$ cat src/hw/ddrio_pkg.sv
package ddrio_pkg;

    // ------------------------------------------------------------
    // timing
    // ------------------------------------------------------------
    localparam int CLK_PERIOD_NS  = 50;
    localparam int LINK_PERIOD_NS = 400;
    // nominal link period in system clocks, a sizing hint only
    localparam int LINK_CYCLES    = LINK_PERIOD_NS / CLK_PERIOD_NS;

    // ------------------------------------------------------------
    // strobe delay line and reference measurement
    // ------------------------------------------------------------
    localparam int DLY_DEPTH      = 16;
    localparam int DLY_W          = 4;
    localparam int PERIOD_W       = 8;
    localparam int DLY_MIN        = 1;

    // ------------------------------------------------------------
    // group geometry
    // ------------------------------------------------------------
    localparam int GROUP_W_DEF    = 8;
    localparam int STROBE_PER_SIDE = 18;
    localparam int STROBE_RIGHT   = 10;
    localparam int STROBE_LEFT    = 8;
    localparam int BANK_TOP_A     = 3;
    localparam int BANK_TOP_B     = 4;
    localparam int BANK_BOT_A     = 7;
    localparam int BANK_BOT_B     = 8;
    localparam int PLL_TOP_ID     = 5;
    localparam int PLL_BOT_ID     = 6;

    // ------------------------------------------------------------
    // reset values
    // ------------------------------------------------------------
    localparam logic PWR_UP_HIGH_DEF = 1'b0;
    localparam logic OE_N_RST        = 1'b1;

    // ------------------------------------------------------------
    // types
    // ------------------------------------------------------------
    typedef enum logic [2:0] {
        DDRIO_MODE_IN    = 3'b001,
        DDRIO_MODE_OUT   = 3'b010,
        DDRIO_MODE_BIDIR = 3'b100
    } ddrio_mode_e;

    typedef enum logic [1:0] {
        DDRIO_REF_PIN = 2'b01,
        DDRIO_REF_PLL = 2'b10
    } ddrio_ref_e;

    typedef struct packed {
        ddrio_mode_e mode;
        logic        strobe_en;
        ddrio_ref_e  ref_top;
        ddrio_ref_e  ref_bot;
        logic        inv_data;
        logic        inv_strobe;
        logic        inv_clk;
        logic        inv_ref;
    } ddrio_ctrl_s;

    typedef struct packed {
        logic first;
        logic second;
    } ddrio_pair_s;

    // legal strobe group widths
    function automatic logic ddrio_width_ok(input int w);
        return (w == 4) || (w == 8) || (w == 9) || (w == 16) ||
               (w == 18) || (w == 32) || (w == 36);
    endfunction

endpackage

$ cat src/hw/ddrio_phase_ref.sv
`timescale 1ns/1ps
module ddrio_phase_ref (
    // clock and reset
    input  wire logic                         clk_sys,
    input  wire logic                         rstn,
    input  wire logic                         ce,
    // reference sources
    input  wire logic                         ref_pin,
    input  wire logic                         ref_pll,
    input  wire ddrio_pkg::ddrio_ref_e        ref_sel,
    input  wire logic                         inv,
    // result
    output logic [ddrio_pkg::DLY_W-1:0]       delay_q,
    output logic                              locked_q
);
    import ddrio_pkg::*;

    logic                s1_q, s2_q, s3_q, lvl_q;
    logic [PERIOD_W-1:0] cnt_q, per_q;
    // ------------------------------------------------------------
    // source select and synchroniser
    // ------------------------------------------------------------
    wire logic raw    = ((ref_sel == DDRIO_REF_PLL) ? ref_pll : ref_pin) ^ inv;
    wire logic lvl_d  = (s2_q == s3_q) ? s3_q : lvl_q;
    wire logic rise   = lvl_d & ~lvl_q;
    // ------------------------------------------------------------
    // delay = quarter of the measured period, clamped to the line
    // ------------------------------------------------------------
    wire logic [PERIOD_W-1:0] per_now = cnt_q + PERIOD_W'(1);
    wire logic [PERIOD_W-1:0] quarter = per_now >> 2;
    wire logic [DLY_W-1:0]    dly_new =
        (quarter < PERIOD_W'(DLY_MIN))   ? DLY_W'(DLY_MIN) :
        (quarter > PERIOD_W'(DLY_DEPTH - 1)) ? DLY_W'(DLY_DEPTH - 1) : quarter[DLY_W-1:0];

    // three-stage sampler, second and third must agree
    always_ff @(posedge clk_sys or negedge rstn) begin
        if (!rstn) begin
            s1_q  <= 1'b0;
            s2_q  <= 1'b0;
            s3_q  <= 1'b0;
            lvl_q <= 1'b0;
        end else if (ce) begin
            s1_q  <= raw;
            s2_q  <= s1_q;
            s3_q  <= s2_q;
            lvl_q <= lvl_d;
        end
    end

    // period counter; lock once two periods agree
    always_ff @(posedge clk_sys or negedge rstn) begin
        if (!rstn) begin
            cnt_q    <= '0;
            per_q    <= '0;
            delay_q  <= DLY_W'(DLY_MIN);
            locked_q <= 1'b0;
        end else if (ce) begin
            cnt_q    <= rise ? '0 : ((&cnt_q) ? cnt_q : cnt_q + PERIOD_W'(1));
            if (rise) begin
                per_q    <= per_now;
                delay_q  <= dly_new;
                locked_q <= (per_now == per_q) && !(&cnt_q);
            end
        end
    end

endmodule

$ cat src/hw/ddrio_pin_group.sv
`timescale 1ns/1ps
// Operation
// modes: input only, output only, bidirectional, one-hot selected.
// two capture registers, one per link clock edge.
// latch holds the high-phase bit so both bits leave on one edge.
// two launch registers load the array's two paths on rising edges.
// link clock level selects which launch register drives the pin.
// first bit on the pin while clock high, second while low.
// driver enable register holds active-low; array enable inverted first.
// bidirectional mode uses capture and launch paths on the same pins.
// falling-edge enable register keeps driver off until the falling edge.
// strobe group widths 4, 8, 9, 16, 18, 32 or 36 only.
// strobe capture only in the two top and two bottom banks.
// strobe passes a compensated delay centring it in the data window.
// delayed strobe clocks this group's capture registers, not the link clock.
// top reference sets top strobe delays, bottom reference bottom ones.
// reference clock runs at strobe frequency; supplied by the far side.
// only the top plug takes PLL 5, only the bottom plug PLL 6.
// each reference serves up to 18 strobes: 10 right, 8 left.
// every input of the element can be inverted individually; one inv_data bit covers all data pins, one inv_ref both references.
// launch and enable registers share ce_out; capture uses ce_in.
// registers power up high by preset or low by clear, per parameter.
// a synchronous reset also returns the registers to power-up value.
// captured pair: rising-edge sample is the first bit.
module ddrio_pin_group #(
    parameter int   GROUP_W     = ddrio_pkg::GROUP_W_DEF,
    parameter int   BANK        = ddrio_pkg::BANK_TOP_A,
    parameter int   STROBE_SLOT = 0,
    parameter logic PWR_UP_HIGH = ddrio_pkg::PWR_UP_HIGH_DEF
) (
    // clock, reset, enables
    input  wire logic                       clk_sys,
    input  wire logic                       rstn,
    input  wire logic                       ce,
    input  wire logic                       sreset,
    input  wire logic                       ce_in,
    input  wire logic                       ce_out,
    // configuration
    input  wire ddrio_pkg::ddrio_ctrl_s     ctrl,
    // link clock, strobe and reference clocks
    input  wire logic                       link_clk,
    input  wire logic                       strobe,
    input  wire logic                       ref_top_pin,
    input  wire logic                       ref_top_pll5,
    input  wire logic                       ref_bot_pin,
    input  wire logic                       ref_bot_pll6,
    // data pins
    input  wire logic [GROUP_W-1:0]         pin_i,
    output logic      [GROUP_W-1:0]         pin_o,
    output logic      [GROUP_W-1:0]         pin_oe,
    // logic array side
    input  wire logic [GROUP_W-1:0]         tx_first,
    input  wire logic [GROUP_W-1:0]         tx_second,
    input  wire logic                       tx_oe,
    output ddrio_pkg::ddrio_pair_s [GROUP_W-1:0] rx_pair,
    output logic                            rx_valid,
    // status
    output logic [ddrio_pkg::DLY_W-1:0]     strobe_tap,
    output logic                            strobe_active,
    output logic                            ref_locked_top,
    output logic                            ref_locked_bot
);
    import ddrio_pkg::*;

    localparam int SW = GROUP_W + 2;
    localparam logic [GROUP_W-1:0] RST_VAL = {GROUP_W{PWR_UP_HIGH}};

    // ------------------------------------------------------------
    // static placement checks
    // ------------------------------------------------------------
    localparam logic BANK_TOP  = (BANK == BANK_TOP_A) || (BANK == BANK_TOP_B);
    localparam logic BANK_BOT  = (BANK == BANK_BOT_A) || (BANK == BANK_BOT_B);
    localparam logic WIDTH_OK  = ddrio_width_ok(GROUP_W);
    localparam logic SLOT_OK   = (STROBE_SLOT >= 0) &&
                                 (STROBE_SLOT < STROBE_RIGHT + STROBE_LEFT);
    localparam logic STROBE_OK = (BANK_TOP || BANK_BOT) && WIDTH_OK && SLOT_OK;

    // ------------------------------------------------------------
    // state
    // ------------------------------------------------------------
    logic [SW-1:0]        s1_q, s2_q, s3_q, filt_q;
    logic                 clk_prev_q;
    logic [DLY_DEPTH-1:0] dly_q;
    logic                 stb_tap_q;
    logic [GROUP_W-1:0]   rise_q, fall_q, lat_q;
    logic [GROUP_W-1:0]   out_a_q, out_b_q, pin_o_q, pin_oe_q;
    logic                 oe_n_q, oe_neg_n_q;
    ddrio_pair_s [GROUP_W-1:0] rx_pair_q;
    logic                 rx_valid_q;
    logic [DLY_W-1:0]     tap_q;
    logic                 stb_act_q;
    logic [DLY_W-1:0]     top_dly, bot_dly;

    // ------------------------------------------------------------
    // input inversion and sampling
    // ------------------------------------------------------------
    // each pin input may be inverted before it is sampled
    wire logic [SW-1:0] raw_in = {link_clk ^ ctrl.inv_clk,
                                  strobe ^ ctrl.inv_strobe,
                                  pin_i ^ {GROUP_W{ctrl.inv_data}}};
    // a bit moves only once stages two and three agree
    wire logic [SW-1:0] filt_d = (s2_q ~^ s3_q) & s3_q | (s2_q ^ s3_q) & filt_q;

    always_ff @(posedge clk_sys or negedge rstn) begin
        if (!rstn) begin
            s1_q   <= '0;
            s2_q   <= '0;
            s3_q   <= '0;
            filt_q <= '0;
        end else if (ce) begin
            s1_q   <= raw_in;
            s2_q   <= s1_q;
            s3_q   <= s2_q;
            filt_q <= filt_d;
        end
    end

    wire logic [GROUP_W-1:0] din = filt_q[GROUP_W-1:0];
    wire logic clk_lvl = filt_q[SW-1];
    wire logic stb_lvl = filt_q[SW-2];

    // ------------------------------------------------------------
    // mode decode
    // ------------------------------------------------------------
    wire logic mode_in  = (ctrl.mode == DDRIO_MODE_IN);
    wire logic mode_out = (ctrl.mode == DDRIO_MODE_OUT);
    wire logic mode_bi  = (ctrl.mode == DDRIO_MODE_BIDIR);
    wire logic cap_on   = (mode_in || mode_bi) && ce_in;
    wire logic lau_on   = (mode_out || mode_bi) && ce_out;
    wire logic use_stb  = ctrl.strobe_en && STROBE_OK;

    // ------------------------------------------------------------
    // phase-shift references, one per side
    // ------------------------------------------------------------
    // top plug only reaches PLL 5, bottom plug only PLL 6
    ddrio_phase_ref u_ref_top (
        .clk_sys (clk_sys),
        .rstn    (rstn),
        .ce      (ce),
        .ref_pin (ref_top_pin),
        .ref_pll (ref_top_pll5),
        .ref_sel (ctrl.ref_top),
        .inv     (ctrl.inv_ref),
        .delay_q (top_dly),
        .locked_q(ref_locked_top)
    );

    ddrio_phase_ref u_ref_bot (
        .clk_sys (clk_sys),
        .rstn    (rstn),
        .ce      (ce),
        .ref_pin (ref_bot_pin),
        .ref_pll (ref_bot_pll6),
        .ref_sel (ctrl.ref_bot),
        .inv     (ctrl.inv_ref),
        .delay_q (bot_dly),
        .locked_q(ref_locked_bot)
    );

    // ------------------------------------------------------------
    // compensated strobe delay
    // ------------------------------------------------------------
    // a quarter period of the reference lands the strobe mid-window;
    // this assumes the reference really runs at strobe rate
    wire logic [DLY_W-1:0] side_dly = BANK_TOP ? top_dly : bot_dly;
    // stage 0 already lags one cycle, so the edge lands exactly tap cycles late
    wire logic             stb_tap_d = dly_q[tap_q - DLY_W'(1)];

    always_ff @(posedge clk_sys or negedge rstn) begin
        if (!rstn) begin
            dly_q      <= '0;
            stb_tap_q  <= 1'b0;
            tap_q      <= '0;
            stb_act_q  <= 1'b0;
        end else if (ce) begin
            dly_q      <= {dly_q[DLY_DEPTH-2:0], stb_lvl};
            stb_tap_q  <= stb_tap_d;
            tap_q      <= STROBE_OK ? side_dly : '0;
            stb_act_q  <= use_stb;
        end
    end

    // ------------------------------------------------------------
    // edge events
    // ------------------------------------------------------------
    wire logic clk_rise = clk_lvl & ~clk_prev_q;
    wire logic clk_fall = ~clk_lvl & clk_prev_q;
    wire logic stb_rise = stb_tap_d & ~stb_tap_q;
    wire logic stb_fall = ~stb_tap_d & stb_tap_q;
    // capture follows the delayed strobe bus when strobe mode is live
    wire logic cap_rise = use_stb ? stb_rise : clk_rise;
    wire logic cap_fall = use_stb ? stb_fall : clk_fall;

    always_ff @(posedge clk_sys or negedge rstn) begin
        if (!rstn) begin
            clk_prev_q <= 1'b0;
        end else if (ce) begin
            clk_prev_q <= clk_lvl;
        end
    end

    // ------------------------------------------------------------
    // capture path
    // ------------------------------------------------------------
    always_ff @(posedge clk_sys or negedge rstn) begin
        if (!rstn) begin
            rise_q <= RST_VAL;
            fall_q <= RST_VAL;
            lat_q  <= RST_VAL;
        end else if (ce) begin
            if (sreset) begin
                rise_q <= RST_VAL;
                fall_q <= RST_VAL;
                lat_q  <= RST_VAL;
            end else if (cap_on) begin
                if (cap_rise) rise_q <= din;
                if (cap_fall) fall_q <= din;
                if (cap_fall) lat_q  <= rise_q;
            end
        end
    end

    // pair leaves on the rising edge, rising sample first
    always_ff @(posedge clk_sys or negedge rstn) begin
        if (!rstn) begin
            rx_pair_q  <= '0;
            rx_valid_q <= 1'b0;
        end else if (ce) begin
            rx_valid_q <= cap_on && cap_rise && !sreset;
            if (cap_on && cap_rise && !sreset) begin
                for (int i = 0; i < GROUP_W; i++) begin
                    rx_pair_q[i].first  <= lat_q[i];
                    rx_pair_q[i].second <= fall_q[i];
                end
            end
        end
    end

    // ------------------------------------------------------------
    // launch path
    // ------------------------------------------------------------
    always_ff @(posedge clk_sys or negedge rstn) begin
        if (!rstn) begin
            out_a_q <= RST_VAL;
            out_b_q <= RST_VAL;
            oe_n_q  <= OE_N_RST;
        end else if (ce) begin
            if (sreset) begin
                out_a_q <= RST_VAL;
                out_b_q <= RST_VAL;
                oe_n_q  <= OE_N_RST;
            end else if (lau_on && clk_rise) begin
                out_a_q <= tx_first;
                out_b_q <= tx_second;
                oe_n_q  <= ~tx_oe;
            end
        end
    end

    // falling-edge copy of the enable holds the driver off a half cycle
    always_ff @(posedge clk_sys or negedge rstn) begin
        if (!rstn) begin
            oe_neg_n_q <= OE_N_RST;
        end else if (ce) begin
            if (sreset) oe_neg_n_q <= OE_N_RST;
            else if (clk_fall && ce_out) oe_neg_n_q <= oe_n_q;
        end
    end

    // clock level picks the register; active-low enable turned for the port
    wire logic [GROUP_W-1:0] pin_sel = clk_lvl ? out_a_q : out_b_q;
    wire logic               drv_n   = mode_bi ? oe_neg_n_q :
                                       (mode_out ? oe_n_q : 1'b1);

    always_ff @(posedge clk_sys or negedge rstn) begin
        if (!rstn) begin
            pin_o_q  <= RST_VAL;
            pin_oe_q <= '0;
        end else if (ce) begin
            pin_o_q  <= pin_sel;
            pin_oe_q <= {GROUP_W{~drv_n}};
        end
    end

    // ------------------------------------------------------------
    // outputs
    // ------------------------------------------------------------
    assign pin_o         = pin_o_q;
    assign pin_oe        = pin_oe_q;
    assign rx_pair       = rx_pair_q;
    assign rx_valid      = rx_valid_q;
    assign strobe_tap    = tap_q;
    assign strobe_active = stb_act_q;
endmodule

$ cat config.mk
export PLATFORM = sky130hd
export DESIGN_NAME = ddrio_pin_group
export DESIGN_NICKNAME = d
export VERILOG_FILES = /design/src/hw/ddrio_pkg.sv /design/src/hw/ddrio_phase_ref.sv /design/src/hw/ddrio_pin_group.sv
export SDC_FILE = /design/constraint.sdc
export NUM_CORES = 1
export LEC_CHECK = 0
export BUFFER_PORTS_ARGS = -buffer_cell sky130_fd_sc_hd__buf_4
export CAP_MARGIN = 20
export CORE_MARGIN = 4
export CORE_UTILIZATION = 35
export CTS_CLUSTER_DIAMETER = 50
export CTS_CLUSTER_SIZE = 12
export DETAILED_ROUTE_END_ITERATION = 6
export PLACE_DENSITY = 0.51
export SYNTH_ARGS = -nofsm -noshare
export SYNTH_HDL_FRONTEND = slang
export SYNTH_SLANG_ARGS = --single-unit
$ cat constraint.sdc
create_clock -name clk_sys -period 3.3 [get_ports clk_sys]
set_input_delay 0.165 -clock clk_sys [delete_from_list [all_inputs] [get_ports clk_sys]]
set_output_delay 0.165 -clock clk_sys [all_outputs]
set_load 0.01 [all_outputs]
=== Word-level counts from Yosys, hierarchy flattened ===
Cells that the tools add are included.

* Equal/unequal tests: 11
* $add $sub $neg: 3
* Bitwise gates (word level): 24
* Reductions and logical operators: 29
* Order comparisons: 3
* Multiplexer cells: 34

{| class="wikitable"
|+ Operator list
! operator !! number
|-
| $mux 8 || 18
|-
| $and 10x10->10 || 2
|-
| $add 8x1->8 const B || 2
|-
| $eq 8x8->1 || 2
|-
| $reduce_and 8->1 || 2
|-
| $reduce_and 2->1 || 7
|-
| $mux 1 || 13
|-
| $or 10x10->10 || 1
|-
| $reduce_bool 2->1 || 5
|-
| $xnor 10x10->10 || 1
|-
| $xor 10x10->10 || 1
|-
| $logic_and 1x1->1 || 8
|-
| $mux 4 || 2
|-
| $not 1->1 || 8
|-
| $xor 8x8->8 || 1
|-
| $and 1x1->1 || 6
|-
| $gt 6x4->1 const B || 1
|-
| $lt 6x1->1 const B || 1
|-
| $reduce_and 3->1 || 2
|-
| $lt 4x5->1 const B || 1
|-
| $bmux 1 s4 || 1
|-
| $eq 2x2->1 const B || 2
|-
| $ne 2x1->1 const B || 2
|-
| $sub 4x1->4 const B || 1
|-
| 7 further kinds || 14
|}

* Flip-flop bits (word level): 177
* Output and inout port bits: 40
* Word-level logic and storage cells: 154
* Input bits: 49

=== Logic depth before layout (Yosys ltp) ===
Gate-level depths: netlist of run 1.

* Depth after elaboration: 9
* Gate-level depth with buffers: 10
* Gate-level depth less buffers: 8

=== Modules after synthesis ===
A second synthesis of run 1 with hierarchy kept.

* Cell total of the unflattened synthesis: 753
* Area, all modules: 8510.7 sq um

{| class="wikitable"
|+ Modules (own cells, without submodules)
! module !! area each (sq um) !! sequential area each (sq um) !! instances !! cells each
|-
| ddrio_pin_group || 5790.6 || 3280.6 || 1 || 461
|-
| ddrio_phase_ref || 1360.1 || 626.9 || 2 || 146
|}

=== Least setup slack after synthesis of run 1 ===
Ideal clock, no wire load.

* Path kind: register to register
* Start point: register tap_q[0], in the netlist strobe_tap[0]
* End point: register rx_pair_q, in the netlist rx_pair[0]
* Buffers on the path: 2
* Period minus slack after synthesis: 2.465 ns
* Slack: 0.835 ns
* Data required time: 3.175 ns
* Data arrival time: 2.340 ns
* Stages on the path, launching flop included: 11
* Library setup time: 0.125 ns
* Cells stage by stage: dfrtp_1 buf_6 inv_1 ha_1 xnor2_2 mux4_2 a22oi_1 o21a_4 o32a_4 buf_6 mux2_4

* Longest elaborated chain between the ends: 8

{| class="wikitable"
|+ RTL lines
! item !! RTL line !! source
|-
| start, declared || ddrio_pin_group.sv:90 || <nowiki>logic [DLY_W-1:0] tap_q;</nowiki>
|-
| start signal, assigned || ddrio_pin_group.sv:178 || <nowiki>tap_q <= STROBE_OK ? side_dly : '0;</nowiki>
|-
| $sub 4x1->4 || ddrio_pin_group.sv:167 || <nowiki>wire logic stb_tap_d = dly_q[tap_q - DLY_W'(1)];</nowiki>
|-
| $bmux 1 s4 || ddrio_pin_group.sv:167 ||
|-
| $mux 1 (not written as such) || ddrio_pin_group.sv:167 ||
|-
| $and 1x1->1 || ddrio_pin_group.sv:188 || <nowiki>wire logic stb_rise = stb_tap_d & ~stb_tap_q;</nowiki>
|-
| $mux 1 || ddrio_pin_group.sv:191 || <nowiki>wire logic cap_rise = use_stb ? stb_rise : clk_rise;</nowiki>
|-
| $logic_and 1x1->1 (2 in series) || ddrio_pin_group.sv:230 || <nowiki>if (cap_on && cap_rise && !sreset) begin</nowiki>
|-
| $reduce_and 2->1 (no line) || -- ||
|-
| end, declared || ddrio_pin_group.sv:88 || <nowiki>ddrio_pair_s [GROUP_W-1:0] rx_pair_q;</nowiki>
|}

No other way between the ends. The select of a mux whose other input is x is not followed.
A chain may end at the register's enable or synchronous reset.

=== Final worst setup path of run 1 ===
* Start point: register tap_q[0], in the netlist strobe_tap[0]
* End point: register rx_pair_q, in the netlist rx_pair[9]

The elaborated chain is that of the path after synthesis.

==> impl_metrics.csv, run 1 <==
group,metric,value,unit
grt,grt.total_usage,13.6,%
synthesis,ys_seq_elements,177,
timing,setup_tns,0,ns
routing,avgViaCountPerCell,5.03,
routing,drtPass1Iterations,4,
clocking,clockRootBuffer,"clkbuf_16",
final_layout,fill_cells,1994,
setup_path,path_class,"reg2reg",
grt,gr-total-overflow,0,
synthesis,syn_area,7880,sq um
setup_path,critPathRequiredTime,3.61,ns
synthesis,synth_edf_count,0,
routing,drtIter0Drc,263,
floorplanning,num_io_pins,89,
setup_path,timing.rr.start,"strobe_tap[0]$_DFFE_PN0P_",
grt,grt_pass1_vias,5251,
place,io_buffers,88,
floorplanning,chipHeight,158,um
timing,final-hold-violation-count,0,
pwr,p_switching,1970,uW
worst_hold_path,hold_path_class,"in2reg",
final_layout,nNetsFinal,796,
clocking,cts_tree,"yes",
clocking,cts_resized,0,
final_layout,seqCellArea,4430,sq um
routing,drtAntennaViolNets,0,
pwr,seqPwrFrac,46.3,%
synthesis,ys_types,56,
grt,grt_pass1_wl,27100,um
floorplanning,dieWidth,158,um
clocking,numCtsBuffers,17,
pwr,power.share.switching,29.9,%
timing,grt_setup_unrepaired,"false",
timing,fin_worst_skew,0.0116,ns
floorplanning,row_count,54,
routing,vias,5163,
clocking,max-clock-path-buffers,2,
synthesis,syn_nets,701,
setup_path,slowest_stage,"o32ai_4",
place,dp_hpwl,11100,um
clocking,path_clk_slew,0.07,ns
setup_path,crit_arrival,3.21,ns
final_layout,layout.cells.non_filler,1027,
place,place_inst,975,
timing,period_needed,2.90,ns
timing,final-max-slew-violation-count,0,
worst_hold_path,min_from,"pin_i[0]",
clocking,htreeDepth,4,
worst_hold_path,hold_depth,3,
routing,drc_errors,0,
synthesis,syn_inst,639,
synthesis,yosysWarnings,0,
final_layout,multiInputGateArea,3220,sq um
floorplanning,start_util,35.9,%
pwr,p_per_area,686,nW/um^2
pwr,total_leakage_power,0.00439,uW
synthesis,avgSynthCellArea,12.3,sq um
setup_path,path_cells,"inv_1 > ha_1 > xnor2_2 > mux4_2 > mux2i_1 > o21a_4 > o32ai_4 > mux2_2",
synthesis,async_flop_share,100,%
final_layout,drive_gt1_share,27.3,%
timing,fin_crit_sh,88.0,%
place,gp_congestion,0.777,
routing,finalWirelength,16200,um
setup_path,r2r_slack,0.40,ns
timing,tightest_slew,0.818,ns
setup_path,worstPathMaxFanout,14,
setup_path,rr_endpoint,"rx_pair[9]$_DFFE_PN0P_",
floorplanning,core_area,22000,sq um
job,maxCapViolCount,0,
setup_path,crit_path_end_kind,"flip-flop",
synthesis,synth_ff_type,"dfrtp_1",
pwr,combPwrFrac,21.3,%
floorplanning,dieArea,25000,sq um
grt,grt_max_degree,99,
worst_hold_path,holdPathEnd,"s1_q[0]$_DFFE_PN0P_",
clocking,worstSkewPairLatency,0.43,ns
synthesis,ys_seq_area_share,56.2,%
timing,max_freq,345,MHz
pwr,power_frac_clock,32.3,%
final_layout,antenna_cells,0,
routing,routedWlPerCell,15.8,um
final_layout,area_growth,21.6,%
outcome,status,"finished, final reports clean",
setup_path,worst_setup_path_start_kind,"flip-flop",
pwr,intPower,4610,uW
timing,finalSetupViolCount,0,
timing,max_slew_margin,45.0,%
setup_path,reg2regPathDepth,8,
pwr,peakVddDrop,365,uV
setup_path,slowest_delay,0.58,ns
clocking,numClockSinks,177,
grt,antenna_found_initial,0,
per-layer routing:
| metal | GRT usage (%) | part of all wire (%) |
|---|---|---|
| met2 | 22.0 | 48 |
| met1 | 18.1 | 46 |
| met3 | 3.75 | 4.9 |
| met4 | 3.66 | 0.89 |
| met5 | 0 | 0 |
registers in the layout, summed over array words and instances, names as in the netlist, 4 cells and up:
signal	cells
filt_q	10
u_ref_bot.cnt_q	8
strobe_tap	4
u_ref_top.per_q	8
out_b_q	8
out_a_q	8
fall_q	8
u_ref_top.delay_q	4
u_ref_top.cnt_q	8
lat_q	8
u_ref_bot.per_q	8
s1_q	10
dly_q	16
s2_q	10
rise_q	8
s3_q	10
rx_pair	16
pin_o	8
layout by cell type (no fill, tap or decap), types with 3 or more instances in the layout:
master and instances:
a21oi_1 31, nand3b_1 3, dfstp_2 3, dlygate4sd3_1 20, xnor2_1 28, nor2_1 43, nand2_1 35, mux2_4 9
o31ai_1 4, and2_1 4, inv_1 8, nand2b_1 15, nand4_1 3, clkinv_4 4, buf_4 92, bufinv_16 3
clkbuf_16 17, ha_1 13, a22o_1 50, mux2_2 52, mux4_2 3, nor3b_1 3, nor2b_1 5, xor2_1 15
and3_1 8, nand3_1 7, mux2i_1 11, inv_6 3, o21ai_0 38, dfrtp_1 174
power groups by stage:
stage	clock [uW]	sequential [uW]	combinational [uW]
final	2130	3050	1400
after global routing	2280	3120	1580
after CTS	2190	3050	1430
after detailed placement	0	3090	1400
after global placement	0	3080	1340
after floorplan	0	2940	1050
metrics by stage:
stage | instance area [sq um] | hold slack, ns | total power [uW] | util, % | setup WS [ns]
after floorplan | 7880 | -0.131 | 3990 | - | 0.835
after global placement | 8750 | 0.114 | 4420 | 39.9 | 0.591
after detailed placement | 8760 | 0.123 | 4500 | 39.9 | 0.383
after CTS | 9580 | 0.00136 | 6680 | 43.6 | 0.367
after global routing | 9580 | 0.00190 | 6980 | 43.6 | 0.161
final | 9580 | 0.0212 | 6580 | 43.6 | 0.398
critical path, delay by kind of cell (launching register included):
family | cells | cell delay (ns)
buf+inv | 1 | 0.12
xor+xnor | 1 | 0.30
mux | 3 | 0.75
compound gates | 2 | 0.82
flops | 1 | 0.55
fa+ha+maj | 1 | 0.24
synth_stat cells (all sizes together) (2+ instances only):
cell	count	area share [%]
a21oi	31	2.0
a22o	50	5.6
a22oi	2	0.19
a31oi	2	0.24
and2	4	0.32
and3	8	0.64
buf	19	1.6
clkbuf	20	0.95
dfrtp	174	55
dfstp	3	1.0
ha	13	2.1
inv	8	0.38
mux2	63	9.4
mux2i	11	1.4
mux4	4	1.2
nand2	35	1.7
nand2b	15	1.2
nand3	7	0.44
nand3b	3	0.29
nand4	3	0.24
nor2	43	2.0
nor2b	5	0.40
nor3	2	0.13
nor3b	4	0.44
nor4	2	0.16
nor4b	2	0.30
o21a	3	0.38
o21ai	39	2.5
o221ai	2	0.22
o31a	2	0.22
o31ai	4	0.38
o32a	2	0.41
or3b	2	0.22
xnor2	29	3.3
xor2	15	1.7
area by class of cell:
class                      count  share of cell area, %
tap                          280                   3.66
sequential                   177                   46.3
multi-input combinational    415                   33.6
timing repair buffer         115                   9.74
clock buffer                  19                   4.62
clock inverter                13                   1.85
inverter                       8                  0.313
repair_timing:
action                    CTS  global route
hold endpoints to repair   60             0
buffers inserted            0             0
hold buffers               20             0
logic make-up after synthesis:
family / Yosys count / share of synthesized area (%)
muxes: 78 / 12.0
AOI/OAI and AO/OA: 142 / 12.9
xor gates and xnor gates: 44 / 4.99
DFF: 177 / 56.2
buffers and inverters: 47 / 2.94
adders and majority gates: 13 / 2.06
and+or+nand+nor: 138 / 8.86
worst max-delay path by stage:
stage                               from                     end  cells after the start
2_1_floorplan  strobe_tap[0]$_DFFE_PN0P_  rx_pair[0]$_DFFE_PN0P_                     10
4_1_cts        strobe_tap[0]$_DFFE_PN0P_  rx_pair[7]$_DFFE_PN0P_                      8
5_1_grt        strobe_tap[0]$_DFFE_PN0P_  rx_pair[9]$_DFFE_PN0P_                      8
3_3_place_gp   strobe_tap[0]$_DFFE_PN0P_  rx_pair[5]$_DFFE_PN0P_                      8
6_report       strobe_tap[0]$_DFFE_PN0P_  rx_pair[9]$_DFFE_PN0P_                      8
3_5_place_dp   strobe_tap[0]$_DFFE_PN0P_  rx_pair[7]$_DFFE_PN0P_                      8
No activity file was read; power rests on OpenSTA's default activity.
==> inputs of run 2 (changes only) <==
--- a/config.mk
+++ b/config.mk
@@ -7,6 +7,7 @@
 export LEC_CHECK = 0
 export BUFFER_PORTS_ARGS = -buffer_cell sky130_fd_sc_hd__buf_4
 export CAP_MARGIN = 20
+export CORE_ASPECT_RATIO = 1.4
 export CORE_MARGIN = 4
 export CORE_UTILIZATION = 35
 export CTS_CLUSTER_DIAMETER = 50
==> impl_metrics.csv, run 2 (synthesized netlist as in run 1, its figures left out) <==
group,metric,value,unit
grt,gr-total-overflow,0,
pwr,total_power,6550,uW
clocking,max-clock-path-buffers,2,
grt,grt.total_usage,13.7,%
final_layout,multiInputGateArea,3220,sq um
routing,drtPass1Iterations,4,
worst_hold_path,holdPathEnd,"s1_q[8]$_DFFE_PN0P_",
routing,drtIter0Drc,204,
timing,grt_setup_unrepaired,"false",
clocking,numCtsBuffers,17,
grt,grt_pass1_wl,27500,um
setup_path,crit_path_end_kind,"flip-flop",
routing,avgViaCountPerCell,4.94,
pwr,peakVddDrop,388,uV
timing,finalSetupViolCount,0,
routing,drtAntennaViolNets,0,
setup_path,timing.rr.start,"strobe_tap[0]$_DFFE_PN0P_",
floorplanning,num_io_pins,89,
pwr,combPwrFrac,21.9,%
timing,final-hold-violation-count,0,
setup_path,r2r_slack,0.46,ns
final_layout,layout_commonest_cell,"dfrtp_1",
timing,final-max-slew-violation-count,0,
clocking,post_cts_buffers,0,
floorplanning,start_util,35.8,%
clocking,path_clk_slew,0.07,ns
clocking,worstSkewPairLatency,0.43,ns
final_layout,fill_cells,2043,
setup_path,worst_setup_path_start_kind,"flip-flop",
final_layout,layout.cells.non_filler,1047,
final_layout,seqCellArea,4430,sq um
setup_path,reg2regPathDepth,8,
final_layout,area_growth,21.8,%
final_layout,final_cell_mix,"dfrtp_1, buf_4, mux2_2",
grt,grt_max_degree,89,
place,place_ws,0.448,ns
grt,grt_pass1_vias,5445,
routing,wl_met1,6930,um
setup_path,worstPathMaxFanout,14,
pwr,power_frac_clock,32.0,%
pwr,p_switching,2010,uW
worst_hold_path,hold_path_class,"in2reg",
pwr,p_per_area,682,nW/um^2
pwr,total_leakage_power,0.00439,uW
floorplanning,chipHeight,186,um
routing,wl_met2,8520,um
outcome,status,"finished, final reports clean",
setup_path,rr_endpoint,"rx_pair[7]$_DFFE_PN0P_",
timing,setup_tns,0,ns
worst_hold_path,hold_depth,3,
setup_path,crit_arrival,3.15,ns
timing,fin_crit_sh,86.0,%
clocking,clockRootBuffer,"clkbuf_16",
place,dp_hpwl,11200,um
routing,finalWirelength,16300,um
place,io_buffers,88,
timing,tightest_slew,0.959,ns
floorplanning,dieWidth,135,um
clocking,cts_tree,"yes",
timing,period_needed,2.84,ns
timing,setup_ws,0.462,ns
worst_hold_path,min_from,"strobe",
final_layout,drive_gt1_share,27.8,%
grt,antenna_found_initial,1,
pwr,intPower,4540,uW
floorplanning,core_area,22000,sq um
timing,fin_worst_skew,0.00945,ns
routing,drc_errors,0,
setup_path,critPathRequiredTime,3.61,ns
setup_path,path_class,"reg2reg",
timing,max_freq,352,MHz
final_layout,nNetsFinal,798,
pwr,power.share.switching,30.7,%
routing,vias,5176,
place,place_inst,995,
pwr,seqPwrFrac,46.2,%
timing,max_slew_margin,35.5,%
routing,dr_wl_met3,603,um
place,gp_congestion,0.777,
routing,dr.max_layer_used,"met4",
clocking,htreeDepth,4,
job,maxCapViolCount,0,
floorplanning,dieArea,25000,sq um
floorplanning,row_count,64,
routing,routedWlPerCell,15.5,um
clocking,numClockSinks,177,
-- run 2: worst max-delay path, stage by stage, from the launching register on --
cell	delay (ns)
dfrtp_1	0.54
inv_1	0.11
ha_1	0.25
xnor2_2	0.27
mux4_2	0.24
mux2i_1	0.09
o21a_4	0.25
o32ai_4	0.55
mux2_2	0.41
-- run 2: what timing repair did --
item | in CTS | in global routing
hold buffers | 19 | 0
resized for setup | 0 | 0
hold endpoints to repair | 100 | 0
-- run 2: how the worst max path moves through the flow --
| stage | startpoint | endpoint | slack [ns] | cells past startpoint |
|---|---|---|---|---|
| 2_1_floorplan | strobe_tap[0]$_DFFE_PN0P_ | rx_pair[0]$_DFFE_PN0P_ | 0.84 | 10 |
| 3_3_place_gp | strobe_tap[0]$_DFFE_PN0P_ | rx_pair[11]$_DFFE_PN0P_ | 0.65 | 8 |
| 3_5_place_dp | strobe_tap[0]$_DFFE_PN0P_ | rx_pair[7]$_DFFE_PN0P_ | 0.45 | 8 |
| 4_1_cts | strobe_tap[0]$_DFFE_PN0P_ | rx_pair[7]$_DFFE_PN0P_ | 0.42 | 8 |
| 5_1_grt | strobe_tap[0]$_DFFE_PN0P_ | rx_pair[11]$_DFFE_PN0P_ | 0.22 | 8 |
| 6_report | strobe_tap[0]$_DFFE_PN0P_ | rx_pair[7]$_DFFE_PN0P_ | 0.46 | 8 |
-- run 2: layout make-up --
class,count,area share (%)
Tap cell,297,3.87
Clock buffer,17,4.43
Clock inverter,15,1.98
Sequential cell,177,46.2
Inverter,8,0.313
Antenna cell,1,0.0261
Multi-Input combinational cell,415,33.5
Timing Repair Buffer,117,9.68
-- run 2: through the flow --
stage	util (%)	hold slack (ns)	cell area (sq um)
6_report	43.6	0.0180	9600
3_5_place_dp	39.9	0.299	8790
2_1_floorplan	-	-0.131	7880
4_1_cts	43.6	0.000444	9600
5_1_grt	43.6	0.0141	9600
3_3_place_gp	39.9	0.294	8780
-- run 2: layer usage --
metal / track usage, % / vias up
met5: 0 / -
li1: - / 2480
met1: 16.7 / 2592
met4: 4.44 / 0
met2: 23.7 / 88
met3: 3.43 / 16
-- run 2: power by group through the flow --
stage               Sequential (uW)  Clock (uW)  Combinational (uW)
floorplan                      2940           0                1050
global placement               3060           0                1390
detailed placement             3070           0                1440
CTS                            3030        2160                1470
global route                   3090        2240                1620
finish                         3020        2090                1430
